===== src/hw/pmc_pkg.sv =====
package pmc_pkg;
    // power control register layout
    localparam int PWR_IDLE_BIT = 0;
    localparam int PWR_STOP_BIT = 1;
    localparam int PWR_GF_LSB = 2;
    localparam logic [7:0] PWR_RESET = 8'h00;
    // internal oscillator control: suspend trigger
    localparam int OSC_SUSPEND_BIT = 5;
    // restart address after any reset
    localparam logic [15:0] RESET_VECTOR = 16'h0000;
    // system clock and missing-clock timeout
    localparam int CLK_HZ = 20_000_000;
    localparam int CLKMON_TIMEOUT_US = 100;
    localparam int CLKMON_TIMEOUT_CYC = (CLKMON_TIMEOUT_US * (CLK_HZ / 1_000_000) < 1) ? 1 :
                                        CLKMON_TIMEOUT_US * (CLK_HZ / 1_000_000);
    // cycles the core is held in reset before fetch restarts
    localparam int RESET_HOLD_CYC = 4;

    typedef enum logic [3:0] {
        PMC_RUN = 4'b0001,
        PMC_IDLE = 4'b0010,
        PMC_STOP = 4'b0100,
        PMC_SUSP = 4'b1000
    } pmc_mode_e;

    // enables handed to the rest of the chip
    typedef struct packed {
        logic cpu_clk;
        logic int_osc;
        logic dig_periph;
        logic irq_timers;
        logic port_match;
    } pmc_gate_s;
endpackage


===== src/hw/pmc_expiry_timer.sv =====
`timescale 1ns/100ps
module pmc_expiry_timer
    import pmc_pkg::*;
#(
    parameter int COUNT = CLKMON_TIMEOUT_CYC
) (
    // clock and reset
    input wire logic i_clk,
    input wire logic i_rst,
    // control
    input wire logic i_run,
    // status
    output logic o_expired
);
    localparam int CW = $clog2(COUNT + 1);
    localparam logic [CW-1:0] LAST = CW'(COUNT - 1);

    logic [CW-1:0] cnt_reg;

    // a zero count would never expire
    if (COUNT < 1) begin : g_bad_count
        $error("pmc_expiry_timer: COUNT must be at least 1");
    end

    // counts while armed; any gap restarts the timeout from zero
    always_ff @(posedge i_clk or posedge i_rst) begin
        if (i_rst) begin
            cnt_reg <= '0;
            o_expired <= 1'b0;
        end else if (!i_run) begin
            cnt_reg <= '0;
            o_expired <= 1'b0;
        end else begin
            o_expired <= (cnt_reg == LAST);
            cnt_reg <= (cnt_reg == LAST) ? '0 : cnt_reg + 1'b1;
        end
    end
endmodule


===== src/hw/pmc_power_mode_ctrl.sv =====
// Notes on behaviour
// idle select write halts cpu into Idle once the writing instruction completes
// Idle keeps register state and all clocks and peripherals running; here the cpu clock is gated off in Idle
// Idle ends on enabled interrupt or reset; interrupt clears idle select, cpu resumes
// after interrupt wake, pending interrupt serviced, then next instruction continues
// reset ending any low-power state runs reset sequence, fetch from 0x0000
// software follows idle write with an instruction of two or more bytes
// enabled watchdog expiry in Idle raises internal reset ending Idle
// stop select write enters Stop: internal osc, cpu, digital peripherals halt
// in Stop only missing-clock detector runs; analog keeps software state
// Stop ends only on reset; interrupts never end Stop
// enabled missing-clock detector resets out of Stop after 100 us
// suspend bit write halts cpu and internal osc, keeping state
// in Suspend only port-match logic stays active
// Suspend ends on port match, enabled comparator low, or reset
// non-reset Suspend wake resumes at next instruction, wake interrupt serviced
// firmware sets reference bias enable when entering Suspend
// idle and stop select self-clear and always read as zero
// both selects written together enter Stop
`timescale 1ns/100ps
module pmc_power_mode_ctrl
    import pmc_pkg::*;
#(
    parameter int HOLD_CYC = RESET_HOLD_CYC,
    parameter int CLKMON_CYC = CLKMON_TIMEOUT_CYC
) (
    // clock and reset
    input wire logic i_clk,
    input wire logic i_rst,
    // register writes from the core
    input wire logic i_pwr_wr,
    input wire logic [7:0] i_pwr_wdata,
    input wire logic i_osc_wr,
    input wire logic [7:0] i_osc_wdata,
    input wire logic i_instr_done,
    // wake and reset sources
    input wire logic i_irq_pending,
    input wire logic i_ext_rst_n,
    input wire logic i_wdog_en,
    input wire logic i_wdog_expire,
    input wire logic i_clkmon_en,
    input wire logic i_port_match,
    input wire logic i_cmp_low,
    input wire logic i_cmp_wake_en,
    input wire logic i_wake_irq_en,
    // status and control out
    output logic [7:0] o_pwr_rdata,
    output pmc_mode_e o_mode,
    output pmc_gate_s o_gate,
    output logic o_core_rst,
    output logic o_fetch_load,
    output logic [15:0] o_fetch_addr,
    output logic o_resume,
    output logic o_wake_irq
);
    localparam int HW = $clog2(HOLD_CYC + 1);

    pmc_mode_e state_reg, state_next;
    logic idle_arm_reg, stop_arm_reg, susp_arm_reg;
    logic [5:0] gf_reg;
    logic [HW-1:0] hold_reg;
    logic ext_s1_reg, ext_s2_reg, pm_s1_reg, pm_s2_reg, cmp_s1_reg, cmp_s2_reg;
    logic clkmon_expired, rst_req, susp_wake, idle_wake;

    // a zero hold would never raise the fetch pulse
    if (HOLD_CYC < 1) begin : g_bad_hold
        $error("pmc_power_mode_ctrl: HOLD_CYC must be at least 1");
    end

    // pins cross in through two flops; reset pin is active low
    always_ff @(posedge i_clk or posedge i_rst) begin
        if (i_rst) begin
            ext_s1_reg <= 1'b1;
            ext_s2_reg <= 1'b1;
            pm_s1_reg <= 1'b0;
            pm_s2_reg <= 1'b0;
            cmp_s1_reg <= 1'b0;
            cmp_s2_reg <= 1'b0;
        end else begin
            ext_s1_reg <= i_ext_rst_n;
            ext_s2_reg <= ext_s1_reg;
            pm_s1_reg <= i_port_match;
            pm_s2_reg <= pm_s1_reg;
            cmp_s1_reg <= i_cmp_low;
            cmp_s2_reg <= cmp_s1_reg;
        end
    end

    // missing clock timeout
    pmc_expiry_timer #(
        .COUNT(CLKMON_CYC)
    ) u_clkmon (
        .i_clk(i_clk),
        .i_rst(i_rst),
        .i_run(i_clkmon_en && state_reg == PMC_STOP),
        .o_expired(clkmon_expired)
    );

    // watchdog reset only while its clock runs, never in Stop or Suspend
    assign rst_req = !ext_s2_reg || clkmon_expired ||
                     (i_wdog_en && i_wdog_expire && (state_reg == PMC_RUN || state_reg == PMC_IDLE));
    // enabled interrupt wakes Idle
    assign idle_wake = (state_reg == PMC_IDLE) && i_irq_pending;
    // suspend wake sources
    assign susp_wake = (state_reg == PMC_SUSP) && (pm_s2_reg || (cmp_s2_reg && i_cmp_wake_en));

    // mode transitions; reset requests beat every other event
    always_comb begin
        state_next = state_reg;
        unique case (state_reg)
            PMC_RUN: begin
                // stop beats idle
                if (i_instr_done && stop_arm_reg) begin
                    state_next = PMC_STOP;
                end else if (i_instr_done && idle_arm_reg) begin
                    state_next = PMC_IDLE;
                end else if (i_instr_done && susp_arm_reg) begin
                    state_next = PMC_SUSP;
                end
            end
            PMC_IDLE: begin
                if (idle_wake) begin
                    state_next = PMC_RUN;
                end
            end
            // no interrupt leaves Stop
            PMC_STOP: state_next = PMC_STOP;
            PMC_SUSP: begin
                if (susp_wake) begin
                    state_next = PMC_RUN;
                end
            end
            default: state_next = PMC_RUN;
        endcase
        if (rst_req || hold_reg != '0) begin
            state_next = PMC_RUN;
        end
    end

    always_ff @(posedge i_clk or posedge i_rst) begin
        if (i_rst) begin
            state_reg <= PMC_RUN;
        end else begin
            state_reg <= state_next;
        end
    end

    // trigger arms on write, fires when the writing instruction retires
    always_ff @(posedge i_clk or posedge i_rst) begin
        if (i_rst) begin
            idle_arm_reg <= 1'b0;
            stop_arm_reg <= 1'b0;
            susp_arm_reg <= 1'b0;
        end else if (rst_req || state_next != PMC_RUN) begin
            idle_arm_reg <= 1'b0;
            stop_arm_reg <= 1'b0;
            susp_arm_reg <= 1'b0;
        end else begin
            if (i_pwr_wr) begin
                idle_arm_reg <= i_pwr_wdata[PWR_IDLE_BIT];
                stop_arm_reg <= i_pwr_wdata[PWR_STOP_BIT];
            end
            if (i_osc_wr) begin
                susp_arm_reg <= i_osc_wdata[OSC_SUSPEND_BIT];
            end
        end
    end

    // general flags stored; select bits always read zero
    always_ff @(posedge i_clk or posedge i_rst) begin
        if (i_rst) begin
            gf_reg <= PWR_RESET[7:PWR_GF_LSB];
            o_pwr_rdata <= PWR_RESET;
        end else begin
            if (i_pwr_wr) begin
                gf_reg <= i_pwr_wdata[7:PWR_GF_LSB];
            end
            o_pwr_rdata <= {(i_pwr_wr ? i_pwr_wdata[7:PWR_GF_LSB] : gf_reg), 2'b00};
        end
    end

    // hold core in reset, then restart fetch at the vector
    always_ff @(posedge i_clk or posedge i_rst) begin
        if (i_rst) begin
            hold_reg <= HW'(HOLD_CYC);
            o_core_rst <= 1'b1;
            o_fetch_load <= 1'b0;
            o_fetch_addr <= RESET_VECTOR;
        end else begin
            o_fetch_addr <= RESET_VECTOR;
            if (rst_req) begin
                hold_reg <= HW'(HOLD_CYC);
                o_core_rst <= 1'b1;
                o_fetch_load <= 1'b0;
            end else begin
                hold_reg <= (hold_reg != '0) ? hold_reg - 1'b1 : hold_reg;
                o_core_rst <= (hold_reg > HW'(1));
                o_fetch_load <= (hold_reg == HW'(1));
            end
        end
    end

    // resume continues after the entry instruction; core services the interrupt
    always_ff @(posedge i_clk or posedge i_rst) begin
        if (i_rst) begin
            o_resume <= 1'b0;
            o_wake_irq <= 1'b0;
        end else begin
            // suspend wake resumes, optionally with interrupt
            o_resume <= !rst_req && (idle_wake || susp_wake);
            o_wake_irq <= !rst_req && susp_wake && i_wake_irq_en;
        end
    end

    // clock and peripheral gates follow the next mode so they settle with it
    always_ff @(posedge i_clk or posedge i_rst) begin
        if (i_rst) begin
            o_mode <= PMC_RUN;
            o_gate <= '{cpu_clk: 1'b1, int_osc: 1'b1, dig_periph: 1'b1, irq_timers: 1'b1, port_match: 1'b1};
        end else begin
            o_mode <= state_next;
            // idle keeps everything but the cpu clock
            o_gate.cpu_clk <= (state_next == PMC_RUN);
            // internal oscillator halts in Stop and Suspend
            o_gate.int_osc <= (state_next == PMC_RUN || state_next == PMC_IDLE);
            o_gate.dig_periph <= (state_next == PMC_RUN || state_next == PMC_IDLE);
            // interrupts and timers dark in Stop
            o_gate.irq_timers <= (state_next == PMC_RUN || state_next == PMC_IDLE);
            // port match survives Suspend
            o_gate.port_match <= (state_next != PMC_STOP);
        end
    end

    // checks
    AST_IDLE_ENTRY: assert property (@(posedge i_clk) disable iff (i_rst)
        state_reg == PMC_RUN && idle_arm_reg && !stop_arm_reg && i_instr_done && !rst_req && hold_reg == '0
        |=> state_reg == PMC_IDLE && !o_gate.cpu_clk && o_gate.dig_periph)
        else $error("idle not entered after instruction");
    AST_IDLE_CLOCKS: assert property (@(posedge i_clk) disable iff (i_rst)
        $past(state_next) == PMC_IDLE |-> o_gate.int_osc && o_gate.irq_timers)
        else $error("clocks gated in idle");
    AST_IDLE_WAKE: assert property (@(posedge i_clk) disable iff (i_rst)
        idle_wake && !rst_req |=> state_reg == PMC_RUN && o_resume && !idle_arm_reg)
        else $error("idle wake failed");
    AST_RESET_HOLD: assert property (@(posedge i_clk) disable iff (i_rst)
        rst_req |=> o_core_rst && !o_fetch_load && state_reg == PMC_RUN)
        else $error("reset request did not hold the core");
    AST_RESET_VEC: assert property (@(posedge i_clk) disable iff (i_rst)
        $fell(rst_req) |-> o_core_rst ##[1:20] o_fetch_load && o_fetch_addr == RESET_VECTOR)
        else $error("reset sequence did not restart fetch");
    AST_WDOG_IDLE: assert property (@(posedge i_clk) disable iff (i_rst)
        state_reg == PMC_IDLE && i_wdog_en && i_wdog_expire |=> o_core_rst && state_reg == PMC_RUN)
        else $error("watchdog did not end idle");
    AST_STOP_HOLD: assert property (@(posedge i_clk) disable iff (i_rst)
        state_reg == PMC_STOP && !rst_req |=> state_reg == PMC_STOP)
        else $error("stop left without reset");
    AST_STOP_GATES: assert property (@(posedge i_clk) disable iff (i_rst)
        o_mode == PMC_STOP |-> !o_gate.int_osc && !o_gate.irq_timers && !o_gate.cpu_clk)
        else $error("stop gates wrong");
    AST_SUSP_WAKE: assert property (@(posedge i_clk) disable iff (i_rst)
        susp_wake && !rst_req |=> o_resume && o_gate.port_match ##1 o_gate.cpu_clk)
        else $error("suspend wake failed");
    AST_SUSP_PORT: assert property (@(posedge i_clk) disable iff (i_rst)
        o_mode == PMC_SUSP |-> o_gate.port_match && !o_gate.dig_periph)
        else $error("suspend peripheral gating wrong");
    AST_READ_ZERO: assert property (@(posedge i_clk) disable iff (i_rst)
        o_pwr_rdata[PWR_IDLE_BIT] == 1'b0 && o_pwr_rdata[PWR_STOP_BIT] == 1'b0)
        else $error("select bits read nonzero");
    AST_READ_FLAGS: assert property (@(posedge i_clk) disable iff (i_rst)
        $past(i_pwr_wr) |-> o_pwr_rdata == ($past(i_pwr_wdata) & 8'hfc))
        else $error("general flags not read back");
    AST_STOP_PRIO: assert property (@(posedge i_clk) disable iff (i_rst)
        state_reg == PMC_RUN && stop_arm_reg && idle_arm_reg && i_instr_done && state_next != PMC_RUN
        |=> state_reg == PMC_STOP)
        else $error("idle beat stop");
    COV_IDLE_IRQ: cover property (@(posedge i_clk) disable iff (i_rst)
        state_reg == PMC_IDLE ##[1:50] o_resume);
    COV_STOP_CLKMON: cover property (@(posedge i_clk) disable iff (i_rst)
        state_reg == PMC_STOP && clkmon_expired);
    COV_SUSP_WAKE_IRQ: cover property (@(posedge i_clk) disable iff (i_rst)
        o_wake_irq);
endmodule


===== config.mk =====
export PLATFORM = sky130hd
export DESIGN_NAME = pmc_power_mode_ctrl
export DESIGN_NICKNAME = d
export VERILOG_FILES = /design/src/hw/pmc_pkg.sv /design/src/hw/pmc_expiry_timer.sv /design/src/hw/pmc_power_mode_ctrl.sv
export SDC_FILE = /design/constraint.sdc
export NUM_CORES = 1
export LEC_CHECK = 0
export BUFFER_PORTS_ARGS = -buffer_cell sky130_fd_sc_hd__clkbuf_2
export CAP_MARGIN = 20
export CORE_ASPECT_RATIO = 0.8
export CORE_MARGIN = 2
export CORE_UTILIZATION = 49
export CTS_CLUSTER_DIAMETER = 40
export DETAILED_ROUTE_END_ITERATION = 6
export GPL_TIMING_DRIVEN = 0
export MAX_ROUTING_LAYER = met4
export PLACE_DENSITY = 0.74
export SLEW_MARGIN = 10
export SYNTH_ARGS = -nofsm -noshare
export SYNTH_HDL_FRONTEND = slang
export SYNTH_SLANG_ARGS = --single-unit

===== constraint.sdc =====
create_clock -name i_clk -period 2.2 [get_ports i_clk]
set_input_delay 0.44 -clock i_clk [delete_from_list [all_inputs] [get_ports i_clk]]
set_output_delay 0.44 -clock i_clk [all_outputs]
set_load 0.02 [all_outputs]

# Word level (Yosys, flattened, before mapping)
# Index checks and enable logic that the tools add are counted.
[op_classes] addsub=2 magnitude_cmp=1 eq_ne=10 n_mux=21 reduce_logical=26
[op_table] op="$mux 4" n=6
[op_table] op="$mux 11" n=2
[op_table] op="$pmux 4 s4" n=1
[op_table] op="$logic_and 1x1->1" n=12
[op_table] op="$add 11x1->11 const B" n=1
[op_table] op="$eq 11x11->1 const B" n=1
[op_table] op="$mux 1" n=9
[op_table] op="$eq 4x1->1 const B" n=2
[op_table] op="$eq 4x2->1 const B" n=2
[op_table] op="$logic_or 1x1->1" n=8
[op_table] op="$mux 3" n=2
[op_table] op="$mux 6" n=1
[op_table] op="$reduce_bool 2->1" n=3
[op_table] op="$eq 4x3->1 const B" n=1
[op_table] op="$eq 4x4->1 const B" n=1
[op_table] op="$ne 4x1->1 const B" n=1
[op_table] op="$ne 4x3->1 const B" n=1
[op_table] op="$eq 3x1->1 const B" n=1
[op_table] op="$gt 3x1->1 const B" n=1
[op_table] op="$reduce_bool 3->1" n=1
[op_table] op="$sub 3x1->3 const B" n=1
[op_table] op="$logic_not 1->1" n=2
[totals] reg_bits=41

# Depth between registers and ports, before layout
# Gate-level depths: netlist of the first run.
[logic_depth] word_depth=9 mapped_depth=6

# Hierarchy
# From an unflattened synthesis of the first run, not the netlist that was laid out.
[hier_totals] hier_cells=187 hier_area_um2=2123.3
[modules_own_cells] mod="pmc_power_mode_ctrl" n_inst=1 cells_each=126 area_per_inst_um2=1502.7
[modules_own_cells] mod="pmc_expiry_timer" n_inst=1 cells_each=61 area_per_inst_um2=620.6

# Worst setup path before layout of the first run
# No wires, ideal clock.
[synth_timing] path_type="reg-to-reg" startpoint="register, netlist name o_mode[0]" endpoint="register o_gate[0] (netlist name)" setup_ns=0.086 arrival_ns=1.760 t_required_ns=2.114 slack_ns=0.355 path_stages_with_launch=6 path_buffers=1 synth_period_minus_slack_ns=1.845 path_cell_list="dfstp_2 > buf_2 > nor4b_2 > a211oi_1 > or2_1 > a2111o_1"
[synth_lines] element="end signal: assignment" line="pmc_power_mode_ctrl.sv:219" text="o_gate <= '{cpu_clk: 1'b1, int_osc: 1'b1, dig_periph: 1'b1, irq_timers: 1'b1, port_match: 1'b1};"
[synth_lines] element="end: declaration" line="pmc_power_mode_ctrl.sv:49" text="output pmc_gate_s o_gate,"

==> impl_results.md, run 1 <==
- Status: finished clean
- Setup tns final: 0 ns
- Cts-stage hold buffer count: 0
- Busiest layer in global routing: met2
- Hpwl dp: 2.46 mm
- Ratio of cells with drive above 1 in the final layout: 0.377
- Crit-path max FO: 8
- # nets final: 277
- Largest net degree at the start of global routing: 27
- Cell Rows: 20
- Initial DRC Count: 66
- Sinks on Clock Net: 41
- Synth Warn #: 0
- Vias in the first global route: 1,213
- Combinational power share: 0.137
- Sw frac: 0.237
- Tightest Hold Check Type: in -> async
- Tot Pwr: between 1.5 and 2 mW
- Clock Pin Slew Worst Setup and Hold Paths: around 0.080 ns
- M2 GR Usage: 0.241
- Mapped cell area: 0.00196 mm²
- Setup Buffers After CTS: 0
- Relative slew margins: 0.539
- Clock Skews: 0.0118 ns
- Synth Instances: 178
- Fin util: 0.637
- Port bufs: 40
- Arrival @ worst endpoint: 2.17 ns
- Total grt overflow: 0
- TritonCTS Buffers: 5
- Initial Util: 0.512
- Sequential element share of the synthesized area: 0.528
- Power Internal: 1.26 mW
- Clock Power Share: 0.370
- # setup viols final: 0
- Top cell type's share of synthesized area: 0.421
- Netlist cell types: 41
- Cell accounting for the most synthesized area: dfrtp_1
- Fill count: approximately 330
- Die area: 0.00453 mm²
- Post-Place Cells: about 290
- Fin. max-slew vios: 0
- Leakage power: 1.15 nW
- CTS tree: yes
- DR vias: 1,350
- Met1 Usage GRT: 0.202
- Area grow syn2layout: 24.4%
- Startpoint types: flip-flop
- Die span in y: 60.6 µm
- Final Cell Area: 0.00244 mm²
- Tcrit/Tclk final: 0.892
- Post-DP Area: 0.00231 mm²
- Crit path required time: ~2.4 ns
- Io pins: 67
- Max reg flops: 11
- Switch Pwr: 0.391 mW
- Pre-antenna DRT Iters: 4
- Diode count: 0
- Post-Syn Area per Cell: 11.0 µm²
- DRT antenna net count: 0
- Gr usage total: 0.161
- Register bit total from synthesis: a little over 40
- Max VDD drop: 494 µV
- Least-Margin Pin Slew: 0.687 ns
- Final hold violation count: 0
- Layout Cells excl Fill: 299
- CTS Root Cell: clkbuf_8
- First-pass GRT wire length: around 5.2 mm
- Endpoint class of the critical path: flip-flop
- Category of the most critical setup path: reg -> reg
- Skew-Pair Late Insertion Delay: 0.29 ns
- RSZ-0062 raised after global routing: false
- Tmin final: roughly 2.0 ns
- Setup ws final: 0.238 ns
- Core Box Area: between 0.003 and 0.004 mm²
- GPL Wtd Cong: 0.852
- Synth top area cells: dfrtp_1 42%, dfstp_2 11%, buf_4 7.7%
- DP Worst Slack: 0.0967 ns
- Routed WL: ~3.2 mm
- Power per cell area: 676 mW/mm²
- Clock buffer depth: 2
- Initial antenna violation count: 0
- FMAX: 510 MHz
- H-tree depth: 2
- Sequential power share: 0.493
- Hold slack: 0.0859 ns
- Drt drc: 0
- Drt wl/cell: roughly 11 µm
- Maxcap violations: 0
- Met3 Usage GRT: 0.0482
- Die X: ~75 µm
- Vias per cell: about 4.5
-- layout make-up --
| type | instances | area, µm² | area share |
|---|---|---|---|
| clock buffer | 7 | 86.3 | 0.0354 |
| tap | 55 | 68.8 | 0.0282 |
| multi-input combinational | 120 | 783 | 0.321 |
| clock inverter | 1 | 30.0 | 0.0123 |
| buffer | 25 | 180 | 0.0739 |
| sequential | 41 | 1040 | 0.425 |
| inverter | 9 | 33.8 | 0.0139 |
| timing repair buffer | 41 | 220 | 0.0903 |
-- power groups by stage --
stage	sequential [mW]	combinational, mW	clock (mW)
2_1_floorplan	0.841	0.145	0
3_3_place_gp	0.825	0.215	0
3_5_place_dp	0.827	0.226	0
4_1_cts	0.812	0.226	0.628
5_1_grt	0.817	0.248	0.661
6_report	0.812	0.226	0.610
-- Yosys cell counts --
cell	instances
nand3_1	4
nor2_1	23
nor4b_2	2
o2111ai_1	1
mux2i_1	3
a211oi_1	2
nand2_1	10
a2111oi_2	1
dfrtp_1	33
a2111o_1	1
buf_4	20
xnor2_1	9
nor3_1	7
or4_1	1
dfstp_2	8
nand4_1	1
or3_1	1
nor4_2	1
o21ai_0	1
conb_1	1
ha_1	4
o21ai_1	1
or4b_1	1
mux2_2	6
nor2b_1	2
nor3b_1	1
a21oi_1	3
a22oi_1	1
clkbuf_1	1
nand4bb_1	1
buf_2	3
or2_1	1
a2bb2oi_1	1
o2bb2ai_1	1
or4b_4	1
nand2b_1	4
and4_1	1
a211o_1	2
xor2_1	3
inv_1	9
buf_6	1
-- worst max-delay path, cell delays in order (launching register included) --
cell      delay [ns]
dfstp_2         0.53
buf_2           0.18
nor4b_2         0.32
a211oi_1        0.15
or2_1           0.32
a2111o_1        0.40
-- cells in the final DEF (no fill, tap or decap), drive strengths merged, types with 2 or more instances in the layout --
master,n
a21oi,3
nor3,7
nand2b,4
nor2b,2
buf,25
inv,9
nor4b,2
or4b,2
ha,4
a211o,2
mux2i,3
xor2,3
a211oi,2
nand2,10
mux2,6
dfrtp,33
conb,18
dfstp,8
clkbuf,48
nor2,23
o21ai,2
xnor2,9
nand3,4
-- per-layer routing --
| metal | up-vias | routed length [µm] |
|---|---|---|
| li1 | 690 | - |
| met1 | 616 | 1450 |
| met2 | 37 | 1520 |
| met3 | 7 | 198 |
| met4 | 0 | 50 |
| met5 | - | 0 |
-- worst paths after layout --
| kind | startpoint | endpoint | slack, ns | cells past startpoint |
|---|---|---|---|---|
| max | o_mode[0] | o_gate[0] | 0.24 | 5 |
| min | i_rst | hold_reg[1] | 0.09 | 2 |
| max reg2reg | o_mode[0] | o_gate[0] | 0.24 | 5 |
| min reg2reg | cmp_s1_reg | cmp_s2_reg | 0.35 | 0 |
| max in group asynchronous | i_rst | ext_s1_reg | 1.59 | 3 |
| min in group i_clk | i_ext_rst_n | ext_s1_reg | 0.23 | 1 |
-- kinds of logic (layout without fill, tap and decap cells) --
kind of cell / count (synthesis) / count (layout) / synth area share
and+or+nand+nor: 62 / 62 / 0.172
other: 1 / 18 / 0.00191
muxes: 9 / 9 / 0.0498
AOI/OAI and AO/OA: 15 / 15 / 0.0600
xor gates and xnor gates: 12 / 12 / 0.0536
adders and majority gates: 4 / 4 / 0.0255
DFF: 41 / 41 / 0.528
buffers and inverters: 34 / 83 / 0.109
-- timing repair --
action / in CTS / in global routing
endpoints found under the setup margin: 0 / 3
endpoints found under the hold margin: 0 / 0
gates resized for setup: 0 / 1
Note: power is estimated with default switching activity, not from simulation.
==> inputs of run 2 (changes only) <==
--- a/config.mk
+++ b/config.mk
@@ -14,7 +14,7 @@
 export DETAILED_ROUTE_END_ITERATION = 6
 export GPL_TIMING_DRIVEN = 0
 export MAX_ROUTING_LAYER = met4
-export PLACE_DENSITY = 0.74
+export PLACE_DENSITY = 0.78
 export SLEW_MARGIN = 10
 export SYNTH_ARGS = -nofsm -noshare
 export SYNTH_HDL_FRONTEND = slang
==> impl_results.md, run 2 (same netlist as run 1, synthesis figures left out) <==
- CTS tree: yes
- Maxcap violations: 0
- Power per cell area: around 650 mW/mm²
- RSZ-0062 raised after global routing: false
- Least-Margin Pin Slew: 0.812 ns
- Relative slew margins: 0.458
- Clock buffer depth: 2
- Vias in the first global route: around 1,300
- Port bufs: 40
- Tcrit/Tclk final: 0.904
- DR vias: 1,346
- Post-DP Area: approximately 0.0023 mm²
- Sw frac: 0.264
- Combinational power share: 0.141
- First-pass GRT wire length: approximately 5.6 mm
- Diode count: 0
- Power Internal: 1.14 mW
- DP Worst Slack: 0.254 ns
- Vias per cell: 4.52
- CTS resizes: 0
- Die area: 0.00453 mm²
- GPL Wtd Cong: 0.789
- DRT antenna net count: 0
- Hpwl dp: 2.37 mm
- Max reg flops: 11
- Crit path required time: about 2.4 ns
- Area grow syn2layout: 21.9%
- Endpoint class of the critical path: flip-flop
- Max VDD drop: around 570 µV
- Clock Pin Slew Worst Setup and Hold Paths: 0.08 ns
- H-tree depth: 2
- Leakage power: 1.13 nW
- Crit-path max FO: 8
- Initial antenna violation count: 0
- Gr usage total: 0.171
- Fin. max-slew vios: 0
- Initial DRC Count: between 90 and 100
- Sinks on Clock Net: 41
- Clock Skews: 0.0114 ns
- Category of the most critical setup path: reg -> reg
- Die span in y: 60.6 µm
- TritonCTS Buffers: 5
- Sequential power share: 0.525
- Cts-stage hold buffer count: 0
- Initial Util: 0.512
- Commonest non-fill, non-tap cell in the layout: clkbuf_2
- Arrival @ worst endpoint: roughly 2.2 ns
- Tmin final: 1.99 ns
- Startpoint types: flip-flop
- Routed WL: 3.23 mm
- Io pins: 67
- # setup viols final: 0
- Drt wl/cell: around 11 µm
- Cell Rows: 20
- Setup Buffers After CTS: 0
- Tightest Hold Check Type: in -> reg
- Drt drc: 0
- Ratio of cells with drive above 1 in the final layout: 0.379
- FMAX: 503 MHz
- Die X: 74.7 µm
- Fin util: 0.624
- Switch Pwr: between 0.4 and 0.5 mW
- CTS Root Cell: clkbuf_8
- Total grt overflow: 0
- Largest net degree at the start of global routing: 42
- Clock Power Share: 0.334
- Final hold violation count: 0
- Final Cell Area: between 0.002 and 0.0025 mm²
- Setup ws final: ~0.21 ns
- Most frequent cells in the layout: 40 x clkbuf_2, 33 x dfrtp_1, 23 x nor2_1
- # nets final: 276
- Setup tns final: 0 ns
- Skew-Pair Late Insertion Delay: 0.30 ns
- Tot Pwr: 1.55 mW
- Core Box Area: 0.00383 mm²
- Pre-antenna DRT Iters: 4
- Status: finished clean
run 2: cell types whose count changed in the layout (fill, tap and decap cells not counted), sizes merged:
cell,previous run,this run
clkinv,0,2
buf,25,24
bufinv,1,0
clkbuf,48,47
run 2: worst paths after layout:
path | from | to | slack [ns] | cells past startpoint
max in group asynchronous | i_rst | u_clkmon.o_expired | 1.41 | 2
min reg2reg | cmp_s1_reg | cmp_s2_reg | 0.35 | 0
max | o_mode[0] | stop_arm_reg | 0.21 | 5
max reg2reg | o_mode[0] | stop_arm_reg | 0.21 | 5
min in group asynchronous | i_rst | o_pwr_rdata[4] | 0.27 | 2
min | i_ext_rst_n | ext_s1_reg | 0.22 | 1
run 2: layout make-up:
cell class,instances,area [µm²]
clock inverter,2,13.8
buffer,25,180
timing repair buffer,40,200
clock buffer,6,82.6
multi-input combinational,120,774
inverter,9,33.8
fill,334,1440
sequential,41,1040
tap,55,68.8
run 2: power by group through the flow:
| stage | Sequential [mW] | Clock, mW | Combinational (mW) |
|---|---|---|---|
| 2_1_floorplan | 0.841 | 0 | 0.145 |
| 3_3_place_gp | 0.824 | 0 | 0.215 |
| 3_5_place_dp | 0.826 | 0 | 0.218 |
| 4_1_cts | 0.812 | 0.524 | 0.219 |
| 5_1_grt | 0.816 | 0.554 | 0.247 |
| 6_report | 0.812 | 0.516 | 0.217 |
run 2: routing by layer:
metal	global-route usage	vias up	part of all wire
met2	0.257	44	0.42
met3	0.0465	6	0.066
li1	-	687	-
met4	0.0689	0	0.016
met5	-	-	0
met1	0.220	609	0.49
run 2: worst max-delay path: stages (launching register included):
cell,delay (ns)
dfstp_2,0.54
buf_2,0.18
nor4b_2,0.28
a211oi_1,0.12
nor4_2,0.61
nor3_1,0.11
run 2: per-stage QoR:
step                instances  hold WS, ns
floorplan                 195        0.331
global placement          290        0.334
detailed placement        290        0.336
CTS                       298        0.216
global route              298        0.211
finish                    298        0.221
==> inputs of run 3 (changes only) <==
--- a/config.mk
+++ b/config.mk
@@ -14,7 +14,7 @@
 export DETAILED_ROUTE_END_ITERATION = 6
 export GPL_TIMING_DRIVEN = 0
 export MAX_ROUTING_LAYER = met4
-export PLACE_DENSITY = 0.78
+export PLACE_DENSITY = 0.86
 export SLEW_MARGIN = 10
 export SYNTH_ARGS = -nofsm -noshare
 export SYNTH_HDL_FRONTEND = slang
==> impl_results.md, run 3 (same netlist as run 1, synthesis figures left out) <==
- Status: finished clean
- Reg-to-Reg Start: o_mode[0]
- Max VDD drop: 451 µV
- Clock Pin Slew Worst Setup and Hold Paths: 0.07 ns
- Drt wl/cell: roughly 11 µm
- Layout Cells excl Fill: between 200 and 300
- Met1 Usage GRT: 0.210
- Leakage power: 1.15 nW
- Tmin final: 2.05 ns
- Fill count: about 330
- Die area: between 0.004 and 0.005 mm²
- Crit-path max FO: 8
- Setup Buffers After CTS: 0
- DRT antenna net count: 0
- Initial DRC Count: 88
- Hold EP: ext_s1_reg
- Largest net degree at the start of global routing: 37
- Fin util: 0.634
- Tot Pwr: around 1.6 mW
- DR vias: about 1,400
- Io pins: 67
- Port bufs: 40
- Least-Margin Pin Slew: 0.700 ns
- Relative slew margins: 0.529
- Tcrit/Tclk final: 0.932
- RSZ-0062 raised after global routing: false
- Slowest-stage cell, CP: nor4_2
- CP Cell Sequence: buf_2 -> nor4b_2 -> a211oi_1 -> nor4_2 -> nor3_1
- Arrival @ worst endpoint: between 2 and 2.5 ns
- Worst path max stage delay: between 0.6 and 0.7 ns
- Vias in the first global route: around 1,300
- Area grow syn2layout: 23.8%
- Clock buffer depth: 2
- Met3 Usage GRT: 0.0631
- Final Cell Area: about 0.0024 mm²
- Vias per cell: around 4.6
- CTS tree: yes
- Startpoint types: flip-flop
- Total grt overflow: 0
- Cell Rows: 20
- Hpwl dp: 2.53 mm
- Setup ws final: 0.149 ns
- First-pass GRT wire length: 5.67 mm
- Setup tns final: 0 ns
- Hold slack: 0.224 ns
- Pre-antenna DRT Iters: 4
- Core Box Area: 0.00383 mm²
- # nets final: 278
- H-tree depth: 2
- CTS resizes: 0
- Max reg flops: 11
- Fin. max-slew vios: 0
- M2 GR Usage: 0.287
- Die X: roughly 75 µm
- Ratio of cells with drive above 1 in the final layout: 0.377
- DP Worst Slack: between 0.15 and 0.2 ns
- Routed WL: 3.30 mm
- TritonCTS Buffers: 5
- Post-DP Area: 0.00231 mm²
- GPL Wtd Cong: 0.819
- Reg2reg setup slack: 0.15 ns
- Maxcap violations: 0
- Die span in y: 60.6 µm
- CTS Root Cell: clkbuf_8
- Crit path launch: o_mode[0]
- Worst hold path cell count: 1
- Final hold violation count: 0
- Commonest non-fill, non-tap cell in the layout: clkbuf_2
- Skew-Pair Late Insertion Delay: 0.29 ns
- Gr usage total: 0.176
- Power per cell area: 661 mW/mm²
- Clock Skews: 0.00825 ns
- Post-Place Cells: 291
- Sinks on Clock Net: 41
- Initial antenna violation count: 0
- Endpoint class of the critical path: flip-flop
- Busiest layer in global routing: met2
- Drt drc: 0
- FMAX: 487 MHz
- Hold Path Origin: i_ext_rst_n
- Worst flop-to-flop path endpoint: stop_arm_reg
- Diode count: 0
- Initial Util: 0.512
- Category of the most critical setup path: reg -> reg
- Crit path required time: 2.35 ns
- # setup viols final: 0
- Tightest Hold Check Type: in -> reg
- Worst r2r path cells: 5
- Most frequent cells in the layout: 40 x clkbuf_2, 33 x dfrtp_1, 23 x nor2_1
## run 3: cell count changes in the layout (fill, tap and decap cells not counted), sizes merged
cell | previous run | this run
bufinv | 0 | 1
clkbuf | 47 | 46
dlygate4sd3 | 0 | 1
clkinv | 2 | 1
buf | 24 | 25
## run 3: how the worst max path moves through the flow
stage | end | slack (ns) | cells after the start
6_report | stop_arm_reg | 0.15 | 5
2_1_floorplan | o_gate[0] | 0.35 | 5
3_3_place_gp | idle_arm_reg | 0.19 | 5
4_1_cts | stop_arm_reg | 0.16 | 5
5_1_grt | stop_arm_reg | 0.02 | 5
3_5_place_dp | stop_arm_reg | 0.17 | 5
## run 3: repair_timing
| item | 4_1_cts | 5_1_grt |
|---|---|---|
| hold endpoints to repair | 4 | 0 |
| setup endpoints to repair | 0 | 0 |
| hold buffers | 1 | 0 |
## run 3: critical path: cells and delay by family (launching register included)
kind / cells / cell delay (ns)
AO/OA/AOI/OAI: 1 / 0.12
buffers and inverters: 1 / 0.18
flip-flops: 1 / 0.53
AND/OR/NAND/NOR: 3 / 1.08
## run 3: area by class of cell
type / count / area [µm²] / share of cell area
inverters: 9 / 33.8 / 0.0139
plain buffers: 25 / 180 / 0.0742
flip-flops and latches: 41 / 1040 / 0.427
multi-input cells: 120 / 774 / 0.319
clock inverters: 2 / 35.0 / 0.0144
clock buffers: 5 / 68.8 / 0.0284
repair buffers: 42 / 230 / 0.0948
well taps: 55 / 68.8 / 0.0284
## run 3: per-layer routing
layer  vias to the layer above  wire, µm
met2                        38      1580
met3                         6       200
met5                         -         0
met4                         0        35
li1                        688         -
met1                       648      1480
## run 3: report_power, final
part,internal [mW],switching (mW)
Clock,0.329,0.238
Sequential,0.793,0.0205
Combinational,0.0956,0.127
Total,1.22,0.386
